===== src/hdl/spi_irq_crc_pkg.sv =====
// constants shared by the spi interrupt, status and crc register block
// assumes a 32-bit axi4-lite register bus and 16-bit registers in the low half of each word
package spi_irq_crc_pkg;

	// register indices as printed; the byte address is four times the index
	localparam logic [15:0] CONTROL_IDX = 16'hc0ca;
	localparam logic [15:0] IRQ_ENABLE_IDX = 16'hc0cc;
	localparam logic [15:0] IRQ_STATUS_IDX = 16'hc0ce;
	localparam logic [15:0] IRQ_CLEAR_IDX = 16'hc0d0;
	localparam logic [15:0] CRC_CONTROL_IDX = 16'hc0d2;
	localparam logic [15:0] CRC_VALUE_IDX = 16'hc0d4;
	localparam int unsigned ADDR_W = 20;
	localparam int unsigned WORD_LSB = 2;

	// control register fields
	localparam int unsigned CTL_FIFO_INIT = 14;
	localparam int unsigned CTL_FULL_DUPLEX = 12;
	localparam int unsigned CTL_TX_EMPTY = 7;
	localparam int unsigned CTL_RX_FULL = 6;
	localparam int unsigned CTL_TX_LEN_LSB = 3;
	localparam int unsigned CTL_RX_LEN_LSB = 0;
	localparam int unsigned LEN_W = 3;
	localparam int unsigned COUNT_W = 4;
	localparam logic [3:0] FULL_BYTE_BITS = 4'h8;

	// interrupt enable, status and clear fields
	localparam int unsigned IRQ_RX = 2;
	localparam int unsigned IRQ_TX = 1;
	localparam int unsigned IRQ_BLOCK = 0;
	localparam int unsigned STS_FIFO_ERR = 7;

	// crc control fields
	localparam int unsigned CRC_SEL_LSB = 14;
	localparam int unsigned CRC_ENABLE = 13;
	localparam int unsigned CRC_CLEAR = 12;
	localparam int unsigned CRC_RX_SRC = 11;
	localparam int unsigned CRC_NONZERO = 10;
	localparam int unsigned CRC_NOT_ONES = 9;

	// crc polynomial choices and their feedback taps
	typedef enum logic [1:0] {
		CRC_MMC16 = 2'h0,
		CRC_CRC7 = 2'h1,
		CRC_MST16 = 2'h2,
		CRC_RSVD16 = 2'h3
	} crc_sel_type;
	localparam logic [15:0] POLY_MMC16 = 16'h1021;
	localparam logic [6:0] POLY_CRC7 = 7'h09;
	localparam logic [15:0] POLY_MST16 = 16'h8005;
	localparam logic [15:0] POLY_RSVD16 = 16'h0001;
	localparam logic [15:0] CRC_RESET = 16'hffff;
	localparam logic [6:0] CRC7_ONES = 7'h7f;

	// axi response codes
	localparam logic [1:0] RESP_OKAY = 2'h0;
	localparam logic [1:0] RESP_SLVERR = 2'h2;

endpackage


===== src/hdl/spi_irq_crc.sv =====
// spi interrupt enable/status/clear, partial byte lengths and serial crc engine
// assumes an axi4-lite master on aclk, a shift engine and fifos on aclk driving the
// event inputs, and raw link pins (clock and both data lines) from outside the domain
`timescale 1ns/1ps
`default_nettype none

module spi_irq_crc #(
	parameter int unsigned ADDR_W = spi_irq_crc_pkg::ADDR_W
) (
	input wire logic aclk,
	input wire logic aresetn,
	input wire logic [ADDR_W-1:0] s_axi_awaddr,
	input wire logic [2:0] s_axi_awprot,
	input wire logic s_axi_awvalid,
	output logic s_axi_awready,
	input wire logic [31:0] s_axi_wdata,
	input wire logic [3:0] s_axi_wstrb,
	input wire logic s_axi_wvalid,
	output logic s_axi_wready,
	output logic [1:0] s_axi_bresp,
	output logic s_axi_bvalid,
	input wire logic s_axi_bready,
	input wire logic [ADDR_W-1:0] s_axi_araddr,
	input wire logic [2:0] s_axi_arprot,
	input wire logic s_axi_arvalid,
	output logic s_axi_arready,
	output logic [31:0] s_axi_rdata,
	output logic [1:0] s_axi_rresp,
	output logic s_axi_rvalid,
	input wire logic s_axi_rready,
	input wire logic tx_fifo_empty,
	input wire logic rx_fifo_full,
	input wire logic tx_underflow_event,
	input wire logic rx_overflow_event,
	input wire logic rx_byte_irq,
	input wire logic tx_byte_irq,
	input wire logic block_done_irq,
	input wire logic rx_data_read,
	input wire logic link_sck,
	input wire logic link_tx_data,
	input wire logic link_rx_data,
	output logic fifo_init,
	output logic full_duplex,
	output logic [3:0] tx_bit_count,
	output logic [3:0] rx_bit_count,
	output logic spi_irq
);

	// write channel holding registers, taken in either order
	logic awready_q, wready_q, bvalid_q, arready_q, rvalid_q;
	logic [ADDR_W-1:0] aw_addr_q;
	logic [15:0] w_data_q;
	logic [1:0] w_strb_q;
	logic [1:0] bresp_q, rresp_q;
	logic [31:0] rdata_q;
	// register state
	logic full_duplex_q, fifo_init_q, irq_q;
	logic [2:0] tx_len_q, rx_len_q, ien_q;
	logic [3:0] tx_cnt_q, rx_cnt_q;
	logic rx_flag_q, tx_flag_q, blk_flag_q, fifo_err_q;
	logic [1:0] crc_sel_q;
	logic crc_en_q, crc_rx_src_q;
	logic [15:0] crc_q, crc_d;
	// link synchronisers
	logic sck_s1_q, sck_s2_q, sck_s3_q, txd_s1_q, txd_s2_q, rxd_s1_q, rxd_s2_q;

	// write decode
	wire wr_fire = !awready_q && !wready_q && !bvalid_q;
	wire [ADDR_W-1:0] wr_word = aw_addr_q >> spi_irq_crc_pkg::WORD_LSB;
	wire wr_ctl = wr_fire && (wr_word == ADDR_W'(spi_irq_crc_pkg::CONTROL_IDX));
	wire wr_ien = wr_fire && (wr_word == ADDR_W'(spi_irq_crc_pkg::IRQ_ENABLE_IDX));
	wire wr_sts = wr_fire && (wr_word == ADDR_W'(spi_irq_crc_pkg::IRQ_STATUS_IDX));
	wire wr_clr = wr_fire && (wr_word == ADDR_W'(spi_irq_crc_pkg::IRQ_CLEAR_IDX));
	wire wr_crcc = wr_fire && (wr_word == ADDR_W'(spi_irq_crc_pkg::CRC_CONTROL_IDX));
	wire wr_crcv = wr_fire && (wr_word == ADDR_W'(spi_irq_crc_pkg::CRC_VALUE_IDX));
	wire wr_hit = wr_ctl || wr_ien || wr_sts || wr_clr || wr_crcc || wr_crcv;
	wire lo_en = w_strb_q[0];
	wire hi_en = w_strb_q[1];
	wire [15:0] wmask = {{8{hi_en}}, {8{lo_en}}};

	// pulse bits act only when their byte lane is written
	wire init_req = wr_ctl && hi_en && w_data_q[spi_irq_crc_pkg::CTL_FIFO_INIT];
	wire tx_clr_req = wr_clr && lo_en && w_data_q[spi_irq_crc_pkg::IRQ_TX];
	wire blk_clr_req = wr_clr && lo_en && w_data_q[spi_irq_crc_pkg::IRQ_BLOCK];
	wire crc_clr_req = wr_crcc && hi_en && w_data_q[spi_irq_crc_pkg::CRC_CLEAR];

	// read decode
	wire rd_fire = s_axi_arvalid && arready_q;
	wire [ADDR_W-1:0] rd_word = s_axi_araddr >> spi_irq_crc_pkg::WORD_LSB;
	wire rd_ctl = rd_word == ADDR_W'(spi_irq_crc_pkg::CONTROL_IDX);
	wire rd_ien = rd_word == ADDR_W'(spi_irq_crc_pkg::IRQ_ENABLE_IDX);
	wire rd_sts = rd_word == ADDR_W'(spi_irq_crc_pkg::IRQ_STATUS_IDX);
	wire rd_clr = rd_word == ADDR_W'(spi_irq_crc_pkg::IRQ_CLEAR_IDX);
	wire rd_crcc = rd_word == ADDR_W'(spi_irq_crc_pkg::CRC_CONTROL_IDX);
	wire rd_crcv = rd_word == ADDR_W'(spi_irq_crc_pkg::CRC_VALUE_IDX);
	wire rd_hit = rd_ctl || rd_ien || rd_sts || rd_clr || rd_crcc || rd_crcv;

	// crc flags; in crc7 mode only the low seven bits count
	wire crc7 = crc_sel_q == spi_irq_crc_pkg::CRC_CRC7;
	wire crc_nonzero = crc7 ? (crc_q[6:0] != 7'h00) : (crc_q != 16'h0000);
	wire crc_not_ones = crc7 ? (crc_q[6:0] != spi_irq_crc_pkg::CRC7_ONES)
		: (crc_q != spi_irq_crc_pkg::CRC_RESET);

	// read views of each register; the clear register reads zero
	wire [15:0] ctl_view = {1'b0, 1'b0, 1'b0, full_duplex_q, 4'h0, tx_fifo_empty,
		rx_fifo_full, tx_len_q, rx_len_q};
	wire [15:0] ien_view = {13'h0000, ien_q};
	wire [15:0] sts_view = {8'h00, fifo_err_q, 4'h0, rx_flag_q, tx_flag_q, blk_flag_q};
	wire [15:0] crcc_view = {crc_sel_q, crc_en_q, 1'b0, crc_rx_src_q, crc_nonzero,
		crc_not_ones, 9'h000};
	wire [15:0] rd_view = rd_ctl ? ctl_view : rd_ien ? ien_view : rd_sts ? sts_view
		: rd_crcc ? crcc_view : rd_crcv ? crc_q : 16'h0000;

	// write address and data channels, each held once taken until both are in and the response is gone
	always_ff @(posedge aclk) begin
		if (!aresetn) begin
			awready_q <= 1'b1;
			wready_q <= 1'b1;
			aw_addr_q <= '0;
			w_data_q <= 16'h0000;
			w_strb_q <= 2'h0;
		end else if (wr_fire) begin
			awready_q <= 1'b1;
			wready_q <= 1'b1;
		end else begin
			if (s_axi_awvalid && awready_q) begin
				awready_q <= 1'b0;
				aw_addr_q <= s_axi_awaddr;
			end
			if (s_axi_wvalid && wready_q) begin
				wready_q <= 1'b0;
				w_data_q <= s_axi_wdata[15:0];
				w_strb_q <= s_axi_wstrb[1:0];
			end
		end
	end

	// write response, slave error for an unmapped word
	always_ff @(posedge aclk) begin
		if (!aresetn) begin
			bvalid_q <= 1'b0;
			bresp_q <= spi_irq_crc_pkg::RESP_OKAY;
		end else if (wr_fire) begin
			bvalid_q <= 1'b1;
			bresp_q <= wr_hit ? spi_irq_crc_pkg::RESP_OKAY : spi_irq_crc_pkg::RESP_SLVERR;
		end else if (s_axi_bready) begin
			bvalid_q <= 1'b0;
		end
	end

	// read channel, one read under way at a time
	always_ff @(posedge aclk) begin
		if (!aresetn) begin
			arready_q <= 1'b1;
			rvalid_q <= 1'b0;
			rdata_q <= 32'h00000000;
			rresp_q <= spi_irq_crc_pkg::RESP_OKAY;
		end else if (rd_fire) begin
			arready_q <= 1'b0;
			rvalid_q <= 1'b1;
			rdata_q <= {16'h0000, rd_view};
			rresp_q <= rd_hit ? spi_irq_crc_pkg::RESP_OKAY : spi_irq_crc_pkg::RESP_SLVERR;
		end else if (rvalid_q && s_axi_rready) begin
			arready_q <= 1'b1;
			rvalid_q <= 1'b0;
		end
	end

	// control fields and the self-clearing fifo init pulse
	always_ff @(posedge aclk) begin
		if (!aresetn) begin
			full_duplex_q <= 1'b0;
			tx_len_q <= 3'h0;
			rx_len_q <= 3'h0;
			fifo_init_q <= 1'b0;
		end else begin
			fifo_init_q <= init_req;
			if (wr_ctl && hi_en) begin
				full_duplex_q <= w_data_q[spi_irq_crc_pkg::CTL_FULL_DUPLEX];
			end
			if (wr_ctl && lo_en) begin
				tx_len_q <= w_data_q[spi_irq_crc_pkg::CTL_TX_LEN_LSB +: spi_irq_crc_pkg::LEN_W];
				rx_len_q <= w_data_q[spi_irq_crc_pkg::CTL_RX_LEN_LSB +: spi_irq_crc_pkg::LEN_W];
			end
		end
	end

	// bit counts handed to the shift engine; zero means a whole byte
	always_ff @(posedge aclk) begin
		if (!aresetn) begin
			tx_cnt_q <= spi_irq_crc_pkg::FULL_BYTE_BITS;
			rx_cnt_q <= spi_irq_crc_pkg::FULL_BYTE_BITS;
		end else begin
			tx_cnt_q <= (tx_len_q == 3'h0) ? spi_irq_crc_pkg::FULL_BYTE_BITS : {1'b0, tx_len_q};
			rx_cnt_q <= (rx_len_q == 3'h0) ? spi_irq_crc_pkg::FULL_BYTE_BITS : {1'b0, rx_len_q};
		end
	end

	// interrupt enables; the status register has no write path at all
	always_ff @(posedge aclk) begin
		if (!aresetn) begin
			ien_q <= 3'h0;
		end else if (wr_ien && lo_en) begin
			ien_q <= w_data_q[2:0];
		end
	end

	// sticky flags; a new event wins over a clear in the same cycle
	always_ff @(posedge aclk) begin
		if (!aresetn) begin
			rx_flag_q <= 1'b0;
			tx_flag_q <= 1'b0;
			blk_flag_q <= 1'b0;
			fifo_err_q <= 1'b0;
		end else begin
			rx_flag_q <= rx_byte_irq || (rx_flag_q && !rx_data_read);
			tx_flag_q <= tx_byte_irq || (tx_flag_q && !tx_clr_req);
			blk_flag_q <= block_done_irq || (blk_flag_q && !blk_clr_req);
			fifo_err_q <= tx_underflow_event || rx_overflow_event
				|| (fifo_err_q && !init_req);
		end
	end

	// one request line for all enabled flags
	always_ff @(posedge aclk) begin
		if (!aresetn) begin
			irq_q <= 1'b0;
		end else begin
			irq_q <= (rx_flag_q && ien_q[spi_irq_crc_pkg::IRQ_RX])
				|| (tx_flag_q && ien_q[spi_irq_crc_pkg::IRQ_TX])
				|| (blk_flag_q && ien_q[spi_irq_crc_pkg::IRQ_BLOCK]);
		end
	end

	// link pins through two flops; the third stage only finds the clock edge
	always_ff @(posedge aclk) begin
		if (!aresetn) begin
			sck_s1_q <= 1'b0;
			sck_s2_q <= 1'b0;
			sck_s3_q <= 1'b0;
			txd_s1_q <= 1'b0;
			txd_s2_q <= 1'b0;
			rxd_s1_q <= 1'b0;
			rxd_s2_q <= 1'b0;
		end else begin
			sck_s1_q <= link_sck;
			sck_s2_q <= sck_s1_q;
			sck_s3_q <= sck_s2_q;
			txd_s1_q <= link_tx_data;
			txd_s2_q <= txd_s1_q;
			rxd_s1_q <= link_rx_data;
			rxd_s2_q <= rxd_s1_q;
		end
	end

	// crc input bit: stream choice only matters in full duplex
	wire sck_rise = sck_s2_q && !sck_s3_q;
	wire crc_bit = (full_duplex_q && !crc_rx_src_q) ? txd_s2_q : rxd_s2_q;
	wire crc_step = crc_en_q && sck_rise;
	wire fb16 = crc_bit ^ crc_q[15];
	wire fb7 = crc_bit ^ crc_q[6];

	// one serial crc step per sampled rising link clock edge
	always_comb begin
		crc_d = crc_q;
		case (spi_irq_crc_pkg::crc_sel_type'(crc_sel_q))
			spi_irq_crc_pkg::CRC_MMC16: begin
				crc_d = {crc_q[14:0], 1'b0} ^ (fb16 ? spi_irq_crc_pkg::POLY_MMC16 : 16'h0000);
			end
			spi_irq_crc_pkg::CRC_CRC7: begin
				crc_d[6:0] = {crc_q[5:0], 1'b0} ^ (fb7 ? spi_irq_crc_pkg::POLY_CRC7 : 7'h00);
			end
			spi_irq_crc_pkg::CRC_MST16: begin
				crc_d = {crc_q[14:0], 1'b0} ^ (fb16 ? spi_irq_crc_pkg::POLY_MST16 : 16'h0000);
			end
			default: begin
				crc_d = {crc_q[14:0], 1'b0} ^ (fb16 ? spi_irq_crc_pkg::POLY_RSVD16 : 16'h0000);
			end
		endcase
	end

	// crc control fields
	always_ff @(posedge aclk) begin
		if (!aresetn) begin
			crc_sel_q <= 2'h0;
			crc_en_q <= 1'b0;
			crc_rx_src_q <= 1'b0;
		end else if (wr_crcc && hi_en) begin
			crc_sel_q <= w_data_q[spi_irq_crc_pkg::CRC_SEL_LSB +: 2];
			crc_en_q <= w_data_q[spi_irq_crc_pkg::CRC_ENABLE];
			crc_rx_src_q <= w_data_q[spi_irq_crc_pkg::CRC_RX_SRC];
		end
	end

	// crc value: clear beats a direct write, which beats a step
	always_ff @(posedge aclk) begin
		if (!aresetn) begin
			crc_q <= spi_irq_crc_pkg::CRC_RESET;
		end else if (crc_clr_req) begin
			crc_q <= spi_irq_crc_pkg::CRC_RESET;
		end else if (wr_crcv) begin
			crc_q <= (crc_q & ~wmask) | (w_data_q & wmask);
		end else if (crc_step) begin
			crc_q <= crc_d;
		end
	end

	// outputs
	assign s_axi_awready = awready_q;
	assign s_axi_wready = wready_q;
	assign s_axi_bvalid = bvalid_q;
	assign s_axi_bresp = bresp_q;
	assign s_axi_arready = arready_q;
	assign s_axi_rvalid = rvalid_q;
	assign s_axi_rdata = rdata_q;
	assign s_axi_rresp = rresp_q;
	assign fifo_init = fifo_init_q;
	assign full_duplex = full_duplex_q;
	assign tx_bit_count = tx_cnt_q;
	assign rx_bit_count = rx_cnt_q;
	assign spi_irq = irq_q;
endmodule

`default_nettype wire


===== config.mk =====
export PLATFORM = sky130hd
export DESIGN_NAME = spi_irq_crc
export DESIGN_NICKNAME = d
export VERILOG_FILES = /design/src/hdl/spi_irq_crc_pkg.sv /design/src/hdl/spi_irq_crc.sv
export SDC_FILE = /design/constraint.sdc
export NUM_CORES = 1
export LEC_CHECK = 0
export ABC_AREA = 1
export BUFFER_PORTS_ARGS = -buffer_cell sky130_fd_sc_hd__buf_4
export CORE_ASPECT_RATIO = 1.4
export CORE_MARGIN = 1.5
export CORE_UTILIZATION = 31
export DETAILED_ROUTE_END_ITERATION = 8
export PLACE_DENSITY = 0.52
export REMOVE_ABC_BUFFERS = 1
export SLEW_MARGIN = 20
export SYNTH_ARGS = -nofsm -noshare
export SYNTH_HDL_FRONTEND = slang
export SYNTH_SLANG_ARGS = --single-unit

===== constraint.sdc =====
create_clock -name aclk -period 1.92 [get_ports aclk]
set_input_delay 0.288 -clock aclk [delete_from_list [all_inputs] [get_ports aclk]]
set_output_delay 0.288 -clock aclk [all_outputs]
set_load 0.01 [all_outputs]

==> flow_metrics.tcl, run 1 <==
set metrics [dict create \
    fin_skew_ns 0.0104 \
    crit_type "reg -> reg" \
    firstDrtPassIters 4 \
    cp-start-kind "flop" \
    final_cell_mix "153 x nand2_1, 122 x buf_4, 115 x nor2_1" \
    grt_pass1_vias 4649 \
    final_common_cell "nand2_1" \
    crit_fanout 10 \
    drive_gt1_share_pct 17.8 \
    io_buffers 105 \
    use_met3_pct 2.06 \
    place_hpwl_um 10800 \
    remaining_drc_errors 0 \
    synthCells 752 \
    die_area_um2 17300 \
    finalCriticalPeriod_ns 1.74 \
    clock_path_buffers 2 \
    p_leak_nw 3.20 \
    fin_nets 960 \
    grt_usage_pct 16.1 \
    min_path_type "in -> reg" \
    vias 4902 \
    place_area_um2 6120 \
    clk_pin_slew_ns 0.08 \
    placed_cells 1048 \
    placementRows 55 \
    crit_required_ns 2.16 \
    cts_buffers 9 \
    start_util_pct 31.7 \
    end_kind "flop" \
    period_share_pct 90.7 \
    fin_cells 1064 \
    pin_count 152 \
    cp_cell_sequence "nor2_1, nand3_1, nor2_4, nand2_1, nor3_4, nand3_1, nand2_1, a21oi_1" \
    yosysWarningCount 0 \
    synth_area_um2 5130 \
    setup_viol 0 \
    synthTopCellsByArea "dfxtp_1 43%, nand2_1 11%, nor2_1 8.4%" \
    slowest_stage "dfxtp_1" \
    final_cell_area_um2 6440 \
    drv_slew 0 \
    fin_ws_ns 0.179 \
    overflow 0 \
    rsz0062_at_grt "false" \
    routedWlPerCell_um 13.0 \
    ys_seq_elements 110 \
    hold_buffers 0 \
    power.density_nw_per_um2 760 \
    setup_tns_ns 0 \
    grt_max_degree 28 \
    dpl_worst_slack_ns 0.111 \
    antenna_found_initial 0 \
    antenna_cells 0 \
    cts_root_buffer "clkbuf_16" \
    post-cts-setup-buffers 0 \
    max_freq_ghz 0.574 \
    critPathTopFamily "simple AND/OR/NAND/NOR gates" \
    status "finished, final reports clean" \
    maxCapViolations 0 \
    postRouteAntennaNets 0 \
    yosysTopAreaCell "dfxtp_1" \
    areaGrowthSynthToFinish_pct 25.7 \
    met1_usage_pct 18.5 \
    synth.avg_cell_area_um2 6.82 \
    ir_worst_vdd_v 0.000394 \
    finalHoldViolations 0 \
    yosysUniqueCellTypes 34 \
    clk-insertion-delay-late_ns 0.36 \
    crit_arrival_ns 1.99 \
    avgViaCountPerCell 4.61 \
    place.gp.congestion 0.892 \
    hold_slack_ns 0.111 \
    die_h_um 155 \
    drtIter0Drc 189 \
    cts_sinks 110 \
    synth_top_area_share_pct 43.0 \
    grtUsageMet2_pct 29.6 \
    seq_area_frac_synth_pct 43.0 \
    totalWireLength_um 13800 \
    grt_first_pass_wirelength_um 22600 \
    critPathMaxStageDelay_ns 0.32 \
    cts_max_level 3 \
    die_x_um 112 \
    grt_busiest_layer "met2" \
    critPathBufInv 0 \
    cts_tree "done" \
    coreArea_um2 16200 \
]
## worst paths after layout
kind	from	end	slack (ns)	cells past startpoint
max	aw_addr_q[12]$_SDFFE_PN0P_	fifo_err_q$_SDFF_PN0_	0.18	8
min	link_tx_data	txd_s1_q$_SDFF_PN0_	0.11	3
max reg2reg	aw_addr_q[12]$_SDFFE_PN0P_	fifo_err_q$_SDFF_PN0_	0.18	8
min reg2reg	txd_s1_q$_SDFF_PN0_	txd_s2_q$_SDFF_PN0_	0.42	2
## cell families after synthesis
kind of cell,count (synthesis),share of synthesized area [%]
and+or+nand+nor,358,30.8
buffers and inverters,147,12.3
AOI/OAI and AO/OA,136,13.8
DFF,110,43.0
other,1,0.0732
## routing by layer
layer,vias up,wire length (µm)
met2,112,7090
met1,2169,5920
met4,0,321
met3,20,464
li1,2601,-
met5,-,0
## where the power goes
group	total, mW	switching, mW	internal, mW
combinational	0.513	0.289	0.224
clock	1.94	0.907	1.03
sequential	2.44	0.0642	2.38
## repair_timing
action / in CTS / in global routing
resized for setup: 0 / 4
hold endpoints to repair: 0 / 0
setup endpoints to repair: 0 / 19
## area by class of cell
type	instances	area [µm²]
sequential	110	2200
timing repair buffer	122	916
fill	1809	9730
multi-input combinational	512	2380
clock inverter	7	77.6
tap	199	249
clock buffer	9	225
inverter	105	394
## per-stage QoR
step | total power, mW | util, %
floorplan | 2.74 | -
global placement | 3.01 | 37.8
detailed placement | 3.01 | 37.8
CTS | 4.95 | 39.7
global route | 5.11 | 39.8
finish | 4.89 | 39.8
## synth_stat cells
cell,count
a21oi_1,61
a31oi_1,2
and2_1,1
and3_1,1
buf_1,1
buf_2,3
buf_4,18
buf_6,1
clkbuf_1,19
clkinv_1,2
conb_1,1
dfxtp_1,110
inv_1,102
inv_2,1
nand2_1,154
nand2_2,2
nand3_1,32
nand3_2,3
nand3b_1,5
nand4_1,30
nand4_2,1
nor2_1,115
nor2_2,3
nor2_4,2
nor3_1,4
nor3_2,1
nor3_4,2
nor3b_1,1
nor4_1,1
o21a_1,1
o21ai_0,60
o21ai_1,3
o221ai_1,5
o22ai_1,4
## tightest hold or removal path, stage by stage
cell and delay, ns:
buf_4 0.07, nand2_1 0.04, inv_1 0.04
No activity file was read; power rests on OpenSTA's default activity.
==> run 2, diff against run 1 <==
BUFFER_PORTS_ARGS = unset   (was -buffer_cell sky130_fd_sc_hd__buf_4)
CTS_BUF_LIST = sky130_fd_sc_hd__clkbuf_16   (was unset)
DONT_BUFFER_PORTS = 1   (was unset)
PLACE_DENSITY = 0.44   (was 0.52)
==> run 2 against run 1 <==
Against the previous run: first-iteration DRC count is 18% higher; die area stayed put; register-to-register slack worse by 0.02 ns; critical path depth is 1 higher; clock skew is 0.0011 ns lower; cell area is 13% lower; sequential power hardly changed.
==> flow_metrics.tcl, run 2 (synthesized netlist as in run 1, its figures left out) <==
set metrics [dict create \
    avgViaCountPerCell 4.77 \
    place_area_um2 5320 \
    routedWlPerCell_um 14.3 \
    fillers 1777 \
    setup_viol 0 \
    cts_max_level 3 \
    cts_buffers 9 \
    end_kind "flop" \
    worst_pin_slew_ns 0.534 \
    areaGrowthSynthToFinish_pct 9.15 \
    io_buffers 0 \
    fin_skew_ns 0.00929 \
    clk-insertion-delay-late_ns 0.36 \
    coreArea_um2 16200 \
    rrSetupSlack_ns 0.16 \
    max_freq_ghz 0.569 \
    crit_required_ns 2.21 \
    crit_type "reg -> reg" \
    crit_fanout 16 \
    finalCriticalPeriod_ns 1.76 \
    crit_arrival_ns 2.05 \
    post-cts-setup-buffers 0 \
    cts_tree "done" \
    fin_ws_ns 0.163 \
    grt_pass1_vias 4397 \
    final_cell_area_um2 5600 \
    place_hpwl_um 10600 \
    clk_pin_slew_ns 0.07 \
    final_common_cell "nand2_1" \
    hold_slack_ns 0.0303 \
    grt_usage_pct 16.0 \
    antenna_found_initial 0 \
    die_x_um 112 \
    maxCapViolations 0 \
    cts_root_buffer "clkbuf_16" \
    cp-start-kind "flop" \
    setup_tns_ns 0 \
    status "finished, final reports clean" \
    overflow 0 \
    period_share_pct 91.5 \
    die_h_um 155 \
    min_path_type "in -> reg" \
    drv_slew 0 \
    firstDrtPassIters 4 \
    cts_sinks 110 \
    grt_first_pass_wirelength_um 21900 \
    die_area_um2 17300 \
    placementRows 55 \
    grt_max_degree 63 \
    utilization_pct 34.6 \
    ir_worst_vdd_v 0.000371 \
    pin_count 152 \
    antenna_cells 0 \
    relSlewSlack_pct 64.4 \
    power.density_nw_per_um2 806 \
    drive_gt1_share_pct 5.80 \
    vias 4574 \
    drtIter0Drc 223 \
    fin_nets 854 \
    dpl_worst_slack_ns 0.117 \
    p_leak_nw 2.66 \
    postRouteAntennaNets 0 \
    remaining_drc_errors 0 \
    finalHoldViolations 0 \
    place.gp.congestion 0.865 \
    totalWireLength_um 13700 \
    start_util_pct 31.7 \
    clock_path_buffers 2 \
    final_cell_mix "153 x nand2_1, 114 x nor2_1, 110 x dfxtp_1" \
    rsz0062_at_grt "false" \
]
## run 2: through the flow
step           total power, mW  cells
4_1_cts                   4.57    958
2_1_floorplan             2.74    727
3_5_place_dp              2.86    941
6_report                  4.51    958
3_3_place_gp              2.85    941
5_1_grt                   4.72    958
## run 2: area by class of cell
cell class                      count  area (µm²)  share of cell area [%]
Multi-Input combinational cell    512        2370                    42.3
Sequential cell                   110        2200                    39.4
Inverter                          105         394                    7.04
Tap cell                          199         249                    4.45
Clock buffer                        9         225                    4.03
Timing Repair Buffer               16         123                    2.19
Clock inverter                      7        33.8                   0.604
## run 2: routing by layer
layer  track usage, %  part of all wire [%]
met2             29.2                    52
met4             6.33                   2.1
met3             3.35                   4.3
met1             18.1                    42
met5                0                     0
## run 2: worst paths after layout
path,from,to,depth (start not counted)
max,s_axi_bvalid$_SDFFE_PN0P_,flop,9
min,link_rx_data,rxd_s1_q$_SDFF_PN0_,2
min reg2reg,txd_s1_q$_SDFF_PN0_,txd_s2_q$_SDFF_PN0_,2
max reg2reg,s_axi_bvalid$_SDFFE_PN0P_,flop,9
## run 2: what timing repair did
item	in CTS	in global routing
endpoints found under the hold margin	1	0
setup endpoints to repair	0	17
resized for setup	0	3
hold buffers	1	0
## run 2: worst max-delay path, stage by stage (launching register included)
cell,delay [ns]
dfxtp_1,0.35
nor2_1,0.12
nand2_1,0.14
nor2_4,0.25
inv_1,0.08
nor2_2,0.17
nand3_1,0.10
nand2_2,0.28
a21oi_1,0.11
nand3_1,0.09
## run 2: where the power goes
group          total, mW  switching (mW)  internal [mW]
Sequential          2.45          0.0751           2.38
Clock               1.71           0.849          0.861
Combinational      0.346           0.236          0.110
